## src/ssr_pkg.sv

```systemverilog
//////////////////////////////////////////////////////////////////////////////
// Purpose: constants for the two-wire serial bus status reporter
// Assumes: 10 MHz system clock, word-addressed Avalon-MM register port
// Notes:   status codes are multiples of eight; only bits 7..3 are stored
//////////////////////////////////////////////////////////////////////////////
package ssr_pkg;

  // register byte offsets
  localparam logic [4:0] OFF_CTRL   = 5'h00;
  localparam logic [4:0] OFF_DATA   = 5'h04;
  localparam logic [4:0] OFF_ADDR   = 5'h08;
  localparam logic [4:0] OFF_STATUS = 5'h0c;
  localparam logic [4:0] OFF_RATE   = 5'h10;

  // control register bit positions
  localparam int CTL_ACK   = 0;
  localparam int CTL_STOP  = 1;
  localparam int CTL_START = 2;
  localparam int CTL_SI    = 3;
  localparam int CTL_BUSY  = 4;
  localparam int CTL_MAST  = 5;
  localparam int CTL_EN    = 6;

  // reset values
  localparam logic [7:0] RATE_RST = 8'h00;
  localparam logic [6:0] OWN_RST  = 7'h00;

  // timing: half bit period and clock-high limit, per clock-rate step
  localparam int HALF_MULT = 4;
  localparam int TO_MULT   = 32;

  // status codes
  localparam logic [7:0] C_START  = 8'h08;
  localparam logic [7:0] C_RSTART = 8'h10;
  localparam logic [7:0] C_AW_ACK = 8'h18;
  localparam logic [7:0] C_AW_NAK = 8'h20;
  localparam logic [7:0] C_TX_ACK = 8'h28;
  localparam logic [7:0] C_TX_NAK = 8'h30;
  localparam logic [7:0] C_ARB    = 8'h38;
  localparam logic [7:0] C_AR_ACK = 8'h40;
  localparam logic [7:0] C_AR_NAK = 8'h48;
  localparam logic [7:0] C_RX_ACK = 8'h50;
  localparam logic [7:0] C_RX_NAK = 8'h58;
  localparam logic [7:0] C_SW     = 8'h60;
  localparam logic [7:0] C_SW_ARB = 8'h68;
  localparam logic [7:0] C_GC     = 8'h70;
  localparam logic [7:0] C_GC_ARB = 8'h78;
  localparam logic [7:0] C_SR_ACK = 8'h80;
  localparam logic [7:0] C_SR_NAK = 8'h88;
  localparam logic [7:0] C_GR_ACK = 8'h90;
  localparam logic [7:0] C_GR_NAK = 8'h98;
  localparam logic [7:0] C_SSTOP  = 8'ha0;
  localparam logic [7:0] C_SR     = 8'ha8;
  localparam logic [7:0] C_SR_ARB = 8'hb0;
  localparam logic [7:0] C_ST_ACK = 8'hb8;
  localparam logic [7:0] C_ST_NAK = 8'hc0;
  localparam logic [7:0] C_ST_END = 8'hc8;
  localparam logic [7:0] C_TOUT   = 8'hd0;
  localparam logic [7:0] C_BERR   = 8'h00;
  localparam logic [7:0] C_IDLE   = 8'hf8;

  typedef enum logic [3:0] {
    SSR_IDLE, SSR_START, SSR_WAIT, SSR_XFER, SSR_LISTEN,
    SSR_RS_A, SSR_RS_B, SSR_STOP_A, SSR_STOP_B
  } ssr_state_e;

endpackage

```

## src/ssr_smbus.sv

```systemverilog
//////////////////////////////////////////////////////////////////////////////
// Purpose: two-wire serial bus master/slave with status-code reporting
// Assumes: open-drain pins, oe high pulls the line low; Avalon-MM slave
// Notes:   all state freezes while clk_en_in is low
//////////////////////////////////////////////////////////////////////////////
// What this block does
// - report 0x08 after start, 0x10 repeated
// - address+write: 0x18 acked, 0x20 not
// - master data sent: 0x28 acked, 0x30 not
// - arbitration lost 0x38, own write address 0x68
// - address+read: 0x40 acked, 0x48 not
// - master receive: 0x50 acked, 0x58 not
// - cleared ack bit gives no-ack next byte
// - ack own write address, report 0x60
// - general call 0x70, after lost arbitration 0x78
// - slave receive: 0x80 acked, 0x88 not
// - general call bytes: 0x90 acked, 0x98 not
// - addressed slave sees stop/restart: report 0xa0
// - ack own read address, report 0xa8
// - lost arbitration then own read: 0xb0
// - slave transmit: 0xb8 acked, 0xc0 not, then back to listening
// - final byte still acked: report 0xc8
// - clock high too long: report 0xd0
// - illegal start or stop: report 0x00
// - idle holds 0xf8 without raising flag
// - code in bits 7..3, low bits zero
// - general call only when enabled
//////////////////////////////////////////////////////////////////////////////
`timescale 1ns/10ps
module ssr_smbus
  import ssr_pkg::*;
(
  // clock, reset, enable
  input  wire logic        clk_sys_in,
  input  wire logic        sys_rst_in,
  input  wire logic        clk_en_in,
  // avalon-mm register port
  input  wire logic [2:0]  avs_address_in,
  input  wire logic        avs_read_in,
  input  wire logic        avs_write_in,
  input  wire logic [31:0] avs_writedata_in,
  input  wire logic [3:0]  avs_byteenable_in,
  output logic      [31:0] avs_readdata_out,
  output logic             avs_waitrequest_out,
  // serial bus pins
  input  wire logic        scl_in,
  output logic             scl_out,
  output logic             scl_oe_out,
  input  wire logic        sda_in,
  output logic             sda_out,
  output logic             sda_oe_out,
  // serial interrupt flag level
  output logic             si_out
);

  function automatic logic reg_sel(input logic [2:0] a, input logic [4:0] off);
    reg_sel = (a == off[4:2]);
  endfunction

  function automatic logic [4:0] cd(input logic [7:0] c);
    cd = c[7:3];
  endfunction

  //////////////////////////////////////////////////////////////////////////////
  // pin synchronisers and bus condition detection
  logic scl_m, scl_s, scl_p, sda_m, sda_s, sda_p;

  always_ff @(posedge clk_sys_in) begin
    if (sys_rst_in) begin
      {scl_m, scl_s, scl_p} <= 3'h7;
      {sda_m, sda_s, sda_p} <= 3'h7;
    end else if (clk_en_in) begin
      {scl_m, scl_s, scl_p} <= {scl_in, scl_m, scl_s};
      {sda_m, sda_s, sda_p} <= {sda_in, sda_m, sda_s};
    end
  end

  wire scl_rise  = scl_s & ~scl_p;
  wire scl_fall  = ~scl_s & scl_p;
  wire start_det = scl_s & scl_p & sda_p & ~sda_s;
  wire stop_det  = scl_s & scl_p & ~sda_p & sda_s;

  //////////////////////////////////////////////////////////////////////////////
  // state
  ssr_state_e  st;
  logic [7:0]  data_q, shift, rate_q;
  logic [6:0]  own_addr;
  logic [4:0]  code;
  logic [3:0]  bitcnt;
  logic [10:0] tmr;
  logic [13:0] to_cnt;
  logic        ack_assert, stop_req, start_req, enable, gc_en;
  logic        is_master, addressed, gc_mode, arb_lost, role_tx, kind_addr;
  logic        rw, ack_seen, skip, phase_hi, last_tx, err, rep, bus_busy;

  //////////////////////////////////////////////////////////////////////////////
  // register decode
  wire        wr_go   = avs_write_in & ~avs_waitrequest_out & avs_byteenable_in[0];
  wire [7:0]  wd      = avs_writedata_in[7:0];
  wire        wr_ctl  = wr_go & reg_sel(avs_address_in, OFF_CTRL);
  wire        wr_data = wr_go & reg_sel(avs_address_in, OFF_DATA);
  wire        wr_addr = wr_go & reg_sel(avs_address_in, OFF_ADDR);
  wire        wr_rate = wr_go & reg_sel(avs_address_in, OFF_RATE);
  wire        si_clr  = wr_ctl & ~wd[CTL_SI] & si_out;
  wire [7:0]  ctl_rd  = {1'b0, enable, is_master, bus_busy, si_out,
                         start_req, stop_req, ack_assert};
  // status is read-only; a write there is simply dropped
  wire [7:0]  rd_byte =
    reg_sel(avs_address_in, OFF_CTRL)   ? ctl_rd :
    reg_sel(avs_address_in, OFF_DATA)   ? data_q :
    reg_sel(avs_address_in, OFF_ADDR)   ? {own_addr, gc_en} :
    reg_sel(avs_address_in, OFF_STATUS) ? {code, 3'h0} :
    reg_sel(avs_address_in, OFF_RATE)   ? rate_q : 8'h00;

  // one wait cycle on every access, so read data is always from a flop
  always_ff @(posedge clk_sys_in) begin
    if (sys_rst_in) begin
      avs_waitrequest_out <= 1'b1;
      avs_readdata_out    <= 32'h0;
    end else if (clk_en_in) begin
      avs_waitrequest_out <= ~((avs_read_in | avs_write_in) & avs_waitrequest_out);
      if (avs_read_in & avs_waitrequest_out)
        avs_readdata_out <= {24'h0, rd_byte};
    end
  end

  //////////////////////////////////////////////////////////////////////////////
  // timing and address matching
  wire [8:0]  rate_p1  = {1'b0, rate_q} + 9'd1;
  wire [10:0] half_cyc = 11'(rate_p1 * HALF_MULT);
  wire [13:0] to_lim   = 14'(rate_p1 * TO_MULT);
  wire        tmr_hit  = (tmr == half_cyc);
  wire        to_hit   = (to_cnt == to_lim);
  wire        own_hit  = (shift[7:1] == own_addr);
  wire        gc_hit   = gc_en & (shift == 8'h00);
  wire        cond     = start_det | stop_det;
  wire        xf_ev    = clk_en_in & (st == SSR_XFER) & ~to_hit;
  wire        a0_ev    = xf_ev & cond & addressed & (bitcnt == 4'd0) & ~skip;
  wire        berr_ev  = xf_ev & cond & ~a0_ev;
  wire        fall_ok  = xf_ev & ~cond & scl_fall & ~skip;
  wire        ack_slot = fall_ok & (bitcnt == 4'd7);
  wire        byte_end = fall_ok & (bitcnt == 4'd8);
  wire        gave_ack = sda_oe_out;

  // code for the byte that just finished, chosen by role and acknowledge
  wire [7:0] done_code =
    (is_master &  kind_addr &  rw) ? (ack_seen ? C_AR_ACK : C_AR_NAK) :
    (is_master &  kind_addr & ~rw) ? (ack_seen ? C_AW_ACK : C_AW_NAK) :
    (is_master &  role_tx)         ? (ack_seen ? C_TX_ACK : C_TX_NAK) :
    (is_master)                    ? (gave_ack ? C_RX_ACK : C_RX_NAK) :
    (kind_addr &  rw)              ? (arb_lost ? C_SR_ARB : C_SR)     :
    (kind_addr &  gc_mode)         ? (arb_lost ? C_GC_ARB : C_GC)     :
    (kind_addr)                    ? (arb_lost ? C_SW_ARB : C_SW)     :
    (role_tx & ~ack_seen)          ? C_ST_NAK :
    (role_tx &  last_tx)           ? C_ST_END :
    (role_tx)                      ? C_ST_ACK :
    (gc_mode)                      ? (gave_ack ? C_GR_ACK : C_GR_NAK) :
                                     (gave_ack ? C_SR_ACK : C_SR_NAK);

  //////////////////////////////////////////////////////////////////////////////
  // open-drain data levels are constant low; only the enables move
  always_ff @(posedge clk_sys_in) begin
    scl_out <= 1'b0;
    sda_out <= 1'b0;
  end

  //////////////////////////////////////////////////////////////////////////////
  // protocol engine
  always_ff @(posedge clk_sys_in) begin
    if (sys_rst_in) begin
      st <= SSR_IDLE;
      {data_q, shift} <= 16'h0;
      rate_q <= RATE_RST;
      own_addr <= OWN_RST;
      code <= cd(C_IDLE);
      bitcnt <= 4'h0;
      tmr <= 11'h0;
      to_cnt <= 14'h0;
      {ack_assert, stop_req, start_req, enable, gc_en} <= 5'h0;
      {is_master, addressed, gc_mode, arb_lost, role_tx, kind_addr} <= 6'h0;
      {rw, ack_seen, skip, phase_hi, last_tx, err, rep, bus_busy} <= 8'h0;
      {si_out, scl_oe_out, sda_oe_out} <= 3'h0;
    end else if (clk_en_in) begin
      // software side; hardware assignments further down win
      if (wr_ctl) begin
        ack_assert <= wd[CTL_ACK];
        stop_req   <= wd[CTL_STOP];
        start_req  <= wd[CTL_START];
        enable     <= wd[CTL_EN];
        if (!wd[CTL_SI])
          si_out <= 1'b0;
      end
      if (wr_data)
        data_q <= wd;
      if (wr_addr) begin
        own_addr <= wd[7:1];
        gc_en    <= wd[0];
      end
      if (wr_rate)
        rate_q <= wd;
      if (start_det)
        bus_busy <= 1'b1;
      else if (stop_det)
        bus_busy <= 1'b0;
      to_cnt <= (bus_busy & scl_s & ~err & ~to_hit) ? to_cnt + 14'd1 : 14'h0;

      case (st)
        SSR_IDLE: begin
          {sda_oe_out, scl_oe_out, is_master, addressed, err} <= 5'h0;
          if (!si_out)
            code <= cd(C_IDLE);
          if (stop_req)
            stop_req <= 1'b0;
          else if (enable && start_det) begin
            st <= SSR_XFER;
            {bitcnt, skip, kind_addr, role_tx, arb_lost} <= {4'h0, 4'b1100};
          end else if (enable && start_req && !bus_busy) begin
            st <= SSR_START;
            {sda_oe_out, is_master, rep} <= 3'b110;
            tmr <= 11'h0;
          end
        end
        SSR_START: begin
          tmr <= tmr + 11'd1;
          if (tmr_hit) begin
            scl_oe_out <= 1'b1;
            code <= rep ? cd(C_RSTART) : cd(C_START);
            si_out <= 1'b1;
            {role_tx, kind_addr} <= 2'b11;
            st <= SSR_WAIT;
          end
        end
        SSR_WAIT: begin
          if (si_clr) begin
            // act on the request bits of the same write that clears the flag
            if (wd[CTL_STOP]) begin
              if (is_master) begin
                st <= SSR_STOP_A;
                sda_oe_out <= 1'b1;
                tmr <= 11'h0;
              end else begin
                st <= SSR_IDLE;
                {stop_req, scl_oe_out, sda_oe_out, err} <= 4'h0;
              end
            end else if (err) begin
              st <= SSR_WAIT; // only a stop request leaves an error
            end else if (wd[CTL_START] && is_master) begin
              st <= SSR_RS_A;
              sda_oe_out <= 1'b0;
              tmr <= 11'h0;
            end else begin
              st <= SSR_XFER;
              {bitcnt, phase_hi, skip} <= 6'h0;
              tmr <= 11'h0;
              if (role_tx) begin
                shift <= data_q;
                sda_oe_out <= ~data_q[7];
                last_tx <= ~wd[CTL_ACK];
                if (kind_addr)
                  rw <= data_q[0];
              end else
                sda_oe_out <= 1'b0;
              if (!is_master)
                scl_oe_out <= 1'b0;
            end
          end
        end
        SSR_RS_A: begin
          tmr <= tmr + 11'd1;
          if (tmr_hit) begin
            scl_oe_out <= 1'b0;
            tmr <= 11'h0;
            st <= SSR_RS_B;
          end
        end
        SSR_RS_B: begin
          if (scl_s)
            tmr <= tmr + 11'd1;
          if (tmr_hit) begin
            {sda_oe_out, rep} <= 2'b11;
            tmr <= 11'h0;
            st <= SSR_START;
          end
        end
        SSR_STOP_A: begin
          tmr <= tmr + 11'd1;
          if (tmr_hit) begin
            scl_oe_out <= 1'b0;
            tmr <= 11'h0;
            st <= SSR_STOP_B;
          end
        end
        SSR_STOP_B: begin
          if (scl_s)
            tmr <= tmr + 11'd1;
          if (tmr_hit) begin
            {sda_oe_out, stop_req} <= 2'b00;
            st <= SSR_IDLE;
          end
        end
        SSR_LISTEN: begin
          {sda_oe_out, scl_oe_out, addressed} <= 3'h0;
          if (stop_det)
            st <= SSR_IDLE;
          else if (start_det) begin
            st <= SSR_XFER;
            {bitcnt, skip, kind_addr, role_tx, arb_lost} <= {4'h0, 4'b1100};
          end
        end
        SSR_XFER: begin
          // master clock: low half, release, wait for the line, high half
          if (is_master) begin
            if (!phase_hi) begin
              tmr <= tmr + 11'd1;
              if (tmr_hit) begin
                {scl_oe_out, phase_hi} <= 2'b01;
                tmr <= 11'h0;
              end
            end else if (scl_s) begin
              tmr <= tmr + 11'd1;
              if (tmr_hit) begin
                {scl_oe_out, phase_hi} <= 2'b10;
                tmr <= 11'h0;
              end
            end
          end
          if (a0_ev) begin
            code <= cd(C_SSTOP);
            si_out <= 1'b1;
            addressed <= 1'b0;
            st <= stop_det ? SSR_IDLE : SSR_XFER;
            {bitcnt, skip, kind_addr, role_tx, arb_lost} <= {4'h0, 4'b1100};
          end else if (cond) begin
            code <= cd(C_BERR);
            {si_out, err} <= 2'b11;
            {sda_oe_out, scl_oe_out, is_master, addressed} <= 4'h0;
            st <= SSR_WAIT;
          end else if (scl_rise) begin
            if (bitcnt != 4'd8) begin
              shift <= {shift[6:0], sda_s};
              if (is_master && role_tx && !sda_oe_out && !sda_s) begin
                // another master pulled a released bit low
                {is_master, role_tx, scl_oe_out, arb_lost} <= 4'b0001;
              end
            end else
              ack_seen <= ~sda_s;
          end else if (scl_fall && skip) begin
            skip <= 1'b0;
          end else if (ack_slot) begin
            bitcnt <= 4'd8;
            if (role_tx)
              sda_oe_out <= 1'b0;
            else if (!is_master && !addressed) begin
              if (kind_addr && (own_hit || gc_hit)) begin
                {sda_oe_out, addressed} <= 2'b11;
                gc_mode <= ~own_hit;
                rw <= shift[0];
              end else begin
                if (arb_lost) begin
                  code <= cd(C_ARB);
                  si_out <= 1'b1;
                end
                st <= SSR_LISTEN;
              end
            end else
              sda_oe_out <= ack_assert;
          end else if (byte_end) begin
            code <= cd(done_code);
            si_out <= 1'b1;
            sda_oe_out <= 1'b0;
            if (!role_tx)
              data_q <= shift;
            if (!is_master && role_tx && !ack_seen) begin
              {addressed, scl_oe_out} <= 2'b00;
              st <= SSR_LISTEN;
            end else begin
              scl_oe_out <= 1'b1;
              st <= SSR_WAIT;
            end
            if (kind_addr) begin
              role_tx <= is_master ? ~rw : rw;
              arb_lost <= 1'b0;
            end
            kind_addr <= 1'b0;
          end else if (scl_fall) begin
            bitcnt <= bitcnt + 4'd1;
            if (role_tx)
              sda_oe_out <= ~shift[7];
          end
        end
        default: st <= SSR_IDLE;
      endcase

      // clock held high too long while the bus is busy
      if (to_hit) begin
        code <= cd(C_TOUT);
        {si_out, err} <= 2'b11;
        {sda_oe_out, scl_oe_out, is_master, addressed} <= 4'h0;
        st <= SSR_WAIT;
      end
    end
  end
endmodule

```

## config.mk

```make
export PLATFORM = sky130hd
export DESIGN_NAME = ssr_smbus
export DESIGN_NICKNAME = d
export VERILOG_FILES = /design/src/ssr_pkg.sv /design/src/ssr_smbus.sv
export SDC_FILE = /design/constraint.sdc
export NUM_CORES = 1
export LEC_CHECK = 0
export ABC_AREA = 1
export BUFFER_PORTS_ARGS = -buffer_cell sky130_fd_sc_hd__clkbuf_2
export CAP_MARGIN = 10
export CORE_AREA = 5 5 93 181
export CTS_CLUSTER_DIAMETER = 50
export DETAILED_ROUTE_END_ITERATION = 10
export DIE_AREA = 0 0 98 186
export GPL_TIMING_DRIVEN = 0
export PLACE_DENSITY_LB_ADDON = 0.08
export SLEW_MARGIN = 20
export SYNTH_ARGS = -nofsm -noshare
export SYNTH_HDL_FRONTEND = slang
export SYNTH_SLANG_ARGS = --single-unit
```

## constraint.sdc

```tcl
create_clock -name clk_sys_in -period 3.1 [get_ports clk_sys_in]
set_input_delay 0.31 -clock clk_sys_in [delete_from_list [all_inputs] [get_ports clk_sys_in]]
set_output_delay 0.31 -clock clk_sys_in [all_outputs]
set_load 0.02 [all_outputs]
```

==> results of run 1 <==
-- cell usage in the layout (no fill, tap or decap), drive strengths merged, types with 2 or more instances in the layout --
master / count
clkbuf: 68
nand2: 265
clkinv: 5
dfxtp: 106
nand3: 86
nor4: 9
a211oi: 9
nor3: 31
a21oi: 89
buf: 42
a31oi: 10
conb: 26
xnor2: 7
xor2: 23
nand3b: 5
ha: 7
a22oi: 2
o221ai: 3
nor2: 162
a221oi: 9
o21bai: 2
o22ai: 7
o21ai: 115
o211ai: 10
nand4: 22
inv: 150
-- through the flow --
step	worst slack [ps]	util [%]	instance area, sq um	total power [uW]	hold WS [ps]
2_1_floorplan	708.6	-	7651	2785	400.0
3_3_place_gp	-209.7	52.59	8044	3315	440.5
3_5_place_dp	-153.0	52.59	8044	3313	443.4
4_1_cts	42.91	54.71	8368	4566	156.1
5_1_grt	-0.3169	55.55	8496	4897	181.0
6_report	139.8	55.55	8496	4656	157.2
-- final timing paths --
kind | from | cells after the start | endpoint | slack (ps)
min | scl_in | 3 | scl_m | 160
min reg2reg | scl_m | 2 | scl_m | 470
max | rate_q[0] | 18 | st[1] | 140
max reg2reg | rate_q[0] | 18 | st[1] | 140
-- report_power, final --
part	internal, uW	switching [uW]	total, uW
registers	1470	113	1580
clock network	664	595	1260
logic	555	1260	1810
-- state kept, by name, summed over array words and instances (netlist names), 4 cells and up --
signal and count:
data_q 8, to_cnt 14, bitcnt 4, shift 8, rate_q 8, own_addr 7, tmr 11, avs_readdata_out 8
code 5, st 4
-- metal layers --
metal / up-vias / wire length (microns) / part of all wire (%)
met4: 0 / 2691 / 9.0
met2: 409 / 15350 / 51
met1: 3865 / 10240 / 34
met3: 159 / 1701 / 5.7
li1: 4119 / - / -
met5: - / 0 / 0
-- cell type report --
cell class / instances / area (sq um)
fill: 1644 / 6799
multi-input combinational: 914 / 4661
sequential: 106 / 2127
inverter: 152 / 576.8
buffer: 64 / 365.4
tap: 198 / 247.7
clock buffer: 11 / 242.7
timing repair buffer: 35 / 202.7
clock inverter: 5 / 72.57
-- worst max-delay path, stage by stage, from the launching register on --
cell	delay [ps]
dfxtp_4	430
ha_2	220
nand2_2	100
nor2_2	140
nand2_1	70
nand2_2	90
nand2_1	70
nand2_1	60
nand2_1	90
nor2_2	130
nand4_4	170
nand4_2	230
clkbuf_4	300
nand2_1	140
o21ai_0	300
nand2_1	90
nand3_1	120
nor2_1	60
nor2_1	70
-- kinds of logic (layout without fill, tap and decap cells) --
logic type                 count (synthesis)  in the layout  synth area share (%)
AOI/OAI and AO/OA                        266            266                 20.23
and+or+nand+nor                          585            585                 34.65
adders and majority gates                  7              7                 1.159
xor gates and xnor gates                  30             30                 3.477
other                                      1             26               0.04962
DFF                                      106            106                 28.08
buffers and inverters                    216            267                 12.35
-- cell usage after synthesis (all sizes together) (9+ instances only) --
| cell type | count | area share (%) |
|---|---|---|
| nand2 | 265 | 13 |
| nor2 | 162 | 9.0 |
| inv | 149 | 7.4 |
| o21ai | 115 | 7.6 |
| dfxtp | 106 | 28 |
| a21oi | 89 | 5.9 |
| nand3 | 86 | 5.8 |
| buf | 37 | 3.4 |
| nor3 | 31 | 2.3 |
| clkbuf | 27 | 1.4 |
| xor2 | 23 | 2.7 |
| nand4 | 22 | 2.4 |
| a31oi | 10 | 0.83 |
| o211ai | 10 | 1.1 |
| a211oi | 9 | 1.3 |
| a221oi | 9 | 1.0 |
| nor4 | 9 | 0.74 |
-- what timing repair did --
| item | CTS | global route |
|---|---|---|
| pin swaps | 0 | 2 |
| setup endpoints to repair | 17 | 46 |
| buffers inserted | 0 | 6 |
| resized for setup | 3 | 19 |
==> key figures, run 1 <==
Global routing
  – GRT Util Overall: around a third
  – Gr busiest metal: met2
  – Initial antenna violation count: 0
  – Met1 Use GR: between 30% and 40%
  – Largest net degree at the start of global routing: 19
  – GRT met3 Usage: slightly below 5%
  – Grt total ovfl: 0
  – First-pass GRT wire length: between 40000 and 50000 microns
  – Vias in the first global route: ~8300
  – Met2 GRT Util: between 60% and 70%

CTS
  – Hold-fix buffers, CTS: 0
  – CTS buffer count: 9
  – Clock Tree Root: clkbuf_16
  – Clock-pin slew on the worst setup and hold paths: around 80 ps
  – Longest Clk Path Bufs: 2
  – CTS tree: done
  – Max H-tree Level: 3
  – Skew-Pair Late Insertion Delay: 370 ps
  – Clk sinks: around 110

Logic synthesis
  – Post-synthesis sequential area ratio: 28.08%
  – EDFF count, synth: 0
  – Seq cells post-synth: about 110
  – Post-synthesis cell type count: 58
  – Async SR Flop Fraction: 0%
  – Synth Flop Type: dfxtp_1
  – Cell Area, Synth: between 7000 and 8000 sq um
  – Synthesized area per cell: around 6.2 sq um
  – Synth Instances: around 1200
  – YS warnings: 0

Cells and area
  – # diodes: 0
  – Fraction of layout instances using a drive strength above 1: a little under an eighth
  – Nets: between 1000 and 1500
  – Synth-to-Final Area Change: 12.42%
  – Final cell count without fillers: between 1000 and 1500

Setup path
  – Critical Path Start Type: register
  – Worst Path Max Fanout: 10
  – Required @ worst endpoint: ~3400 ps
  – Crit path DAT: between 3000 and 4000 ps
  – WS Path Type: register to register
  – Crit end category: register

STA
  – Fmax: roughly 0.34 GHz
  – Final setup TNS: 0 ps
  – Setup violators final: 0
  – Final slew viol count: 0
  – Worst slew margin: 39.80%
  – Post-layout min period: 2960 ps
  – Worst-Margin Slew: 903.0 ps
  – Tcrit/Tclk final: 95.49%
  – Final-report hold violation count: 0
  – Clock Skew: between 10 and 15 ps

Placed design
  – IO Port Bufs: 29
  – Hpwl dp: 23720 microns
  – Dpl cells: 1463
  – Gpl congestion: 1.037

Power and ir drop
  – Pwr dens: 548.1 nW/um^2
  – Leakage power: between 0.003 and 0.004 uW
  – Worst IR Drop VDD: 0.0003086 V

Detailed routing
  – DRC: 0
  – Drt total wl: 29970 microns
  – Vias: 8552
  – DRT iter0 DRCs: around 670
  – DR WL/cell: 20.18 microns
  – Post-route ant nets: 0
  – DRT Pass-1 Iters: 5
  – DR vias/cell: 5.759

Floorplan
  – Row count: between 60 and 70
  – Starting density of the core: between 40% and 50%
  – Width of the die: 98 microns
  – Number of I/O pins: 84
  – Core area: between 15000 and 20000 sq um
  – Die height: 186 microns
  – Die area: approximately 18000 sq um

Hold path
  – Hold Crit Class: input port to register

Status
  – Status: finished, final reports clean

Run
  – Max cap viols: 0
No activity file was read; power rests on OpenSTA's default activity.
==> inputs of run 2 (changes only) <==
clock period = 2.4 ns   (was 3.1 ns; I/O delays follow)
==> run 2 against run 1 <==
The run now ends with negative setup slack left. First-iteration DRC count down 2.2%. Cell count up 4.0%. Worst setup slack worse by 370 ps. Clock power up 29%. Flip-flop and latch count unchanged.
==> key figures, run 2 (same netlist as run 1, synthesis figures left out) <==
Floorplan
  – Die height: 186 microns (unchanged)
  – Die area: 18230 sq um (unchanged)
  – Number of I/O pins: 84 (unchanged)
  – Width of the die: 98 microns (unchanged)
  – Starting density of the core: 49.41% (unchanged)
  – Core area: 15290 sq um (unchanged)
  – Row count: 64 (unchanged)

STA
  – Worst slew margin: 39.62% (-0.18 points)
  – Setup ws final: -232.1 ps (-371.9 ps)
  – Final-report hold violation count: 0 (unchanged)
  – Post-layout min period: 2632 ps (-328.1 ps)
  – Setup violators final: 50 (+50)
  – RSZ-0062 raised after global routing: yes
  – Final slew viol count: 0 (unchanged)
  – Fmax: 0.3799 GHz (+12%)
  – Final setup TNS: -7281 ps (-7281 ps)
  – Tcrit/Tclk final: 109.7% (+14 points)
  – Clock Skew: 16.15 ps (+1.189 ps)
  – Worst-Margin Slew: 905.7 ps (+2.685 ps)

Power and ir drop
  – Design Power: 6626 uW (+42%)
  – Worst IR Drop VDD: 0.0004240 V (+37%)
  – Leakage power: 0.004159 uW (+13%)
  – Pwr dens: 665.8 nW/um^2 (+21%)

Placed design
  – Gpl congestion: 1.037 (unchanged)
  – IO Port Bufs: 29 (unchanged)
  – Place WS: -853.0 ps (-700.0 ps)
  – DP Area: 8044 sq um (unchanged)
  – Hpwl dp: 23720 microns (unchanged)

Setup path
  – Required @ worst endpoint: 2660 ps (-750 ps)
  – Flop-to-flop setup slack: -230 ps (-370 ps)
  – R2R Path Start: rate_q[1]
  – CP startpoint: rate_q[1]
  – Crit end category: register
  – R2r worst-path depth: 19 (+1)
  – Critical Path Start Type: register
  – Worst Path Max Fanout: 4 (-6)
  – RR Endpoint: st[3]
  – Crit path DAT: 2890 ps (-380 ps)
  – WS Path Type: register to register

Hold path
  – Hold Crit Class: input port to register
  – Hold endpoint: scl_m
  – Min-Delay Path Depth: 3 (unchanged)
  – Hold Crit Start: scl_in

CTS
  – CTS buffer count: 9 (unchanged)
  – Clock-pin slew on the worst setup and hold paths: 80 ps (about the same)
  – Skew-Pair Late Insertion Delay: 370 ps (about the same)
  – Clk sinks: 106 (unchanged)
  – Max H-tree Level: 3 (unchanged)
  – Hold-fix buffers, CTS: 0 (unchanged)
  – CTS tree: done
  – Longest Clk Path Bufs: 2 (unchanged)
  – Clock Tree Root: clkbuf_16

Status
  – Status: finished with violations
  – Failing checks: negative setup slack

Global routing
  – Largest net degree at the start of global routing: 19 (unchanged)
  – GRT Util Overall: 34.79% (+1.9 points)
  – Vias in the first global route: 8919 (+6.9%)
  – Grt total ovfl: 0 (unchanged)
  – Initial antenna violation count: 0 (unchanged)
  – First-pass GRT wire length: 48500 microns (+6.1%)

Cells and area
  – Design Area, Final: 9952 sq um (+17%)
  – Biggest regs: to_cnt (14), tmr (11)
  – Util after Layout: 65.07% (+9.5 points)
  – Reg with most FFs: to_cnt
  – Leading cell type in the layout, fill and taps excluded: nand2_1
  – Fraction of layout instances using a drive strength above 1: 26.87% (+15 points)
  – Nets: 1395 (+4.5%)
  – Synth-to-Final Area Change: 31.69%
  – # diodes: 0 (unchanged)
  – Largest register FFs: 14 (unchanged)
  – Most frequent cells in the layout: 211 x nand2_1, 130 x inv_1, 110 x nor2_1, 97 x dfxtp_1, 80 x o21ai_0

Detailed routing
  – Drt total wl: 32110 microns (+7.1%)
  – DRT iter0 DRCs: 654 (-2.2%)
  – Post-route ant nets: 0 (unchanged)
  – DRT Pass-1 Iters: 5 (unchanged)
  – DRC: 0 (unchanged)
  – DR WL/cell: 20.78 microns (+3.0%)
  – Vias: 9023 (+5.5%)
  – DR vias/cell: 5.840 (+1.4%)

Run
  – Max cap viols: 0 (unchanged)
[run 2: changes by cell type in the layout (fill, tap and decap cells not counted), moves of 15 or more]
cell     delta
nand2_1    -41
o21ai_2    +15
o21ai_0    -31
buf_4      +37
nand2_2    +25
nor2_1     -29
nor2_4     +24
buf_6      +20
[run 2: repair_timing]
item,4_1_cts,5_1_grt
pin swaps,51,61
cloned,4,0
buffers inserted,53,11
endpoints found under the setup margin,69,66
resized for setup,167,134
[run 2: worst max path at each step]
stage | endpoint | slack [ps] | cells past startpoint
after CTS | code[4] | -250 | 17
after floorplan | code[0] | 9 | 19
after detailed placement | code[1] | -850 | 15
after global placement | code[1] | -910 | 15
after global routing | st[3] | -330 | 18
final | st[3] | -230 | 19
[run 2: layer usage]
metal / track usage [%] / routed length [microns] / vias to the layer above / share of wire, %
li1: - / - / 4237 / -
met1: 33.13 / 10420 / 4138 / 32
met2: 61.99 / 16160 / 451 / 50
met3: 5.851 / 2072 / 197 / 6.5
met4: 33.33 / 3457 / 0 / 11
met5: 0 / 0 / - / 0
[run 2: final cells by class]
| class | instances | area, sq um |
|---|---|---|
| Inverter | 152 | 584.3 |
| Buffer | 63 | 386.6 |
| Sequential cell | 106 | 2141 |
| Clock inverter | 5 | 72.57 |
| Timing Repair Buffer | 95 | 805.8 |
| Tap cell | 198 | 247.7 |
| Multi-Input combinational cell | 915 | 5472 |
| Fill cell | 1463 | 5343 |
| Clock buffer | 11 | 242.7 |
[run 2: critical path, stage by stage, from the launching register on]
cell,delay (ps)
dfxtp_4,370
ha_4,280
buf_6,100
inv_2,30
nand2_2,50
nand3_2,80
nor2_2,130
inv_2,50
nor2_1,90
nand2_1,70
nor2_2,90
nand4_1,230
nand2_4,180
nor2_2,60
nor2_1,80
nand3_1,120
nor2_4,220
nand2_8,80
o21ai_2,130
nor2_1,60
[run 2: power by group]
group | leakage (uW) | internal (uW) | total, uW | switching [uW]
Combinational | 0.00314 | 1000 | 2940 | 1940
Clock | 0.000153 | 857 | 1620 | 765
Sequential | 0.000865 | 1900 | 2060 | 160
Total | 0.00416 | 3760 | 6630 | 2860
[run 2: through the flow]
stage,hold WS [ps],instances
after floorplan,330.0,1236
after global placement,440.5,1463
after detailed placement,443.4,1463
after CTS,86.11,1536
after global routing,110.4,1545
final,88.42,1545
==> inputs of run 3 (changes only) <==
--- a/config.mk
+++ b/config.mk
@@ -15,3 +15,3 @@
 export GPL_TIMING_DRIVEN = 0
-export PLACE_DENSITY_LB_ADDON = 0.08
+export PLACE_DENSITY = 0.76
 export SLEW_MARGIN = 20
--- a/constraint.sdc
+++ b/constraint.sdc
@@ -3,2 +3,2 @@
 set_output_delay 0.24 -clock clk_sys_in [all_outputs]
-set_load 0.02 [all_outputs]
+set_load 0.005 [all_outputs]
==> run 3 against run 2 <==
The flow still finishes with violations (negative setup slack). Wire length grew 0.36%. Clock power decreased by 4%. Hold slack got worse by 5.3 ps. Design area decreased by 1.6%. Clock skew increased by 2.1 ps. Power decreased by 2.7%. Combinational power shrank 3%.
==> key figures, run 3 (same netlist as run 1, synthesis figures left out) <==
Cells and area
  – # fillers: 1451 (-0.82%)
  – # diodes: 0 (unchanged)
  – Most frequent cells in the layout: 224 x nand2_1, 132 x inv_1, 117 x nor2_1, 96 x dfxtp_1, 86 x o21ai_0
  – Reg with most FFs: to_cnt
  – Biggest regs: to_cnt (14), tmr (11)
  – Leading cell type in the layout, fill and taps excluded: nand2_1
  – Synth-to-Final Area Change: 29.55%
  – Final cell count without fillers: 1547 (+0.13%)
  – Fraction of layout instances using a drive strength above 1: 24.54% (-2.3 points)
  – Design Area, Final: 9791 sq um (-1.6%)
  – Area of the multi-input gates: 5313 sq um (-2.9%)
  – Largest register FFs: 14 (unchanged)
  – Nets: 1397 (+0.14%)
  – Register Area: 2145 sq um (+0.18%)

Placed design
  – DP Area: 8044 sq um (unchanged)
  – Dpl cells: 1463 (unchanged)
  – Hpwl dp: 23840 microns (+0.52%)
  – IO Port Bufs: 29 (unchanged)
  – Gpl congestion: 1.056 (+1.8%)
  – Place WS: -897.0 ps (-43.93 ps)

Detailed routing
  – DRC: 0 (unchanged)
  – DR WL/cell: 20.83 microns (+0.23%)
  – DRT Pass-1 Iters: 9 (+4)
  – DR vias/cell: 5.879 (+0.67%)
  – DRT iter0 DRCs: 685 (+4.7%)
  – Drt total wl: 32230 microns (+0.36%)
  – Post-route ant nets: 0 (unchanged)
  – Vias: 9095 (+0.80%)

STA
  – Worst slew margin: 42.77% (+3.1 points)
  – Post-layout min period: 2662 ps (+30.36 ps)
  – RSZ-0062 raised after global routing: yes
  – Worst-Margin Slew: 858.5 ps (-47.20 ps)
  – Setup ws final: -262.5 ps (-30.36 ps)
  – Final-report hold violation count: 0 (unchanged)
  – Tcrit/Tclk final: 110.9% (+1.3 points)
  – Final slew viol count: 0 (unchanged)
  – Clock Skew: 18.25 ps (+2.104 ps)
  – Hold_ws: 83.11 ps (-5.304 ps)
  – Setup violators final: 38 (-24%)
  – Fmax: 0.3756 GHz (-1.1%)

Setup path
  – CP top delay family: simple AND/OR/NAND/NOR gates
  – WS Path Type: register to register
  – Worst Path Max Fanout: 5 (+1)
  – Critical path depth: 16 (-3)
  – Cell mode on critical path: nand2_4
  – CP cell instances: ha_4, nand2_4, nor2_4, nand2_2, nand2_4, nand3b_1, nand2_4, nor2_4, nand4_4, buf_12, buf_16, clkinvlp_4, nor3_4, o2111ai_2, nand3_1, nand3_1
  – Required @ worst endpoint: 2620 ps (-40 ps)
  – Slowest Stage Delay on Critical Path: 400 ps (+30 ps)
  – CP Buf/Inv Count: 3 (unchanged)
  – Crit end category: register
  – Critical Path Start Type: register
  – R2r worst-path depth: 16 (-3)
  – Crit path DAT: 2880 ps (about the same)
  – Crit-path slowest cell: dfxtp_4

Floorplan
  – Width of the die: 98 microns (unchanged)
  – Row count: 64 (unchanged)
  – Die height: 186 microns (unchanged)
  – Die area: 18230 sq um (unchanged)
  – Core area: 15290 sq um (unchanged)
  – Number of I/O pins: 84 (unchanged)
  – Starting density of the core: 49.41% (unchanged)

Status
  – Status: finished with violations
  – Failing checks: negative setup slack

Global routing
  – Grt total ovfl: 0 (unchanged)
  – Initial antenna violation count: 0 (unchanged)
  – Vias in the first global route: 8722 (-2.2%)
  – First-pass GRT wire length: 47720 microns (-1.6%)
  – Largest net degree at the start of global routing: 20 (+1)
  – GRT Util Overall: 34.39% (-0.39 points)

CTS
  – Longest Clk Path Bufs: 2 (unchanged)
  – CTS tree: done
  – Clock-pin slew on the worst setup and hold paths: 90 ps (about the same)
  – CTS buffer count: 9 (unchanged)
  – Clock Tree Root: clkbuf_16
  – Max H-tree Level: 3 (unchanged)
  – Skew-Pair Late Insertion Delay: 370 ps (about the same)
  – Clk sinks: 106 (unchanged)

Run
  – Max cap viols: 0 (unchanged)

Hold path
  – Hold Crit Class: input port to register
  – Min-Delay Path Depth: 2 (-1)

Power and ir drop
  – Pwr dens: 658.2 nW/um^2 (-1.1%)
  – Leakage power: 0.004130 uW (-0.70%)
  – Worst IR Drop VDD: 0.0004883 V (+15%)
## run 3: area by class of cell
type	count	area share [%]
clock buffer	10	2.441
sequential	106	21.90
multi-input combinational	914	54.26
inverter	152	6.109
tap	198	2.530
buffer	64	4.141
timing repair buffer	97	8.013
clock inverter	6	0.6006
## run 3: worst reg2reg max path: cells and delay by family (launching register included)
family | cells | cell delay (ps)
and+or+nand+nor | 11 | 1290
AOI/OAI and AO/OA | 1 | 200
adders and majority gates | 1 | 180
DFF | 1 | 400
buffers and inverters | 3 | 460
## run 3: stage by stage
stage	TNS, ps	total power, uW	util (%)
after detailed placement	-45860	4244	52.59
after floorplan	0	3545	-
after CTS	-7821	5967	60.22
final	-4597	6444	64.01
after global routing	-11550	6749	64.01
after global placement	-43900	4240	52.59
## run 3: worst paths after layout
kind	slack (ps)	startpoint	end
worst max-delay path	-260	rate_q[0]	code[1]
worst min-delay path	80	avs_writedata_in[0]	last_tx
worst max register to register	-260	rate_q[0]	code[1]
worst min register to register	480	sda_m	sda_m
## run 3: per-layer routing
| metal | global-route usage [%] | part of all wire, % |
|---|---|---|
| met1 | 32.89 | 32 |
| met2 | 62.86 | 51 |
| met3 | 4.764 | 6.0 |
| met4 | 30.95 | 11 |
| met5 | 0 | 0 |
## run 3: what timing repair did
action                                  4_1_cts  5_1_grt
hold buffers                                  0        0
cloned                                        2        1
endpoints found under the setup margin       69       64
setup buffers                                44       23
gates resized for setup                     142      113
pin swaps                                    34       55
## run 3: power by group
group / internal (uW) / leakage [uW] / switching [uW]
logic: 981 / 0.00312 / 1870
clock network: 756 / 0.000142 / 791
registers: 1900 / 0.000866 / 150
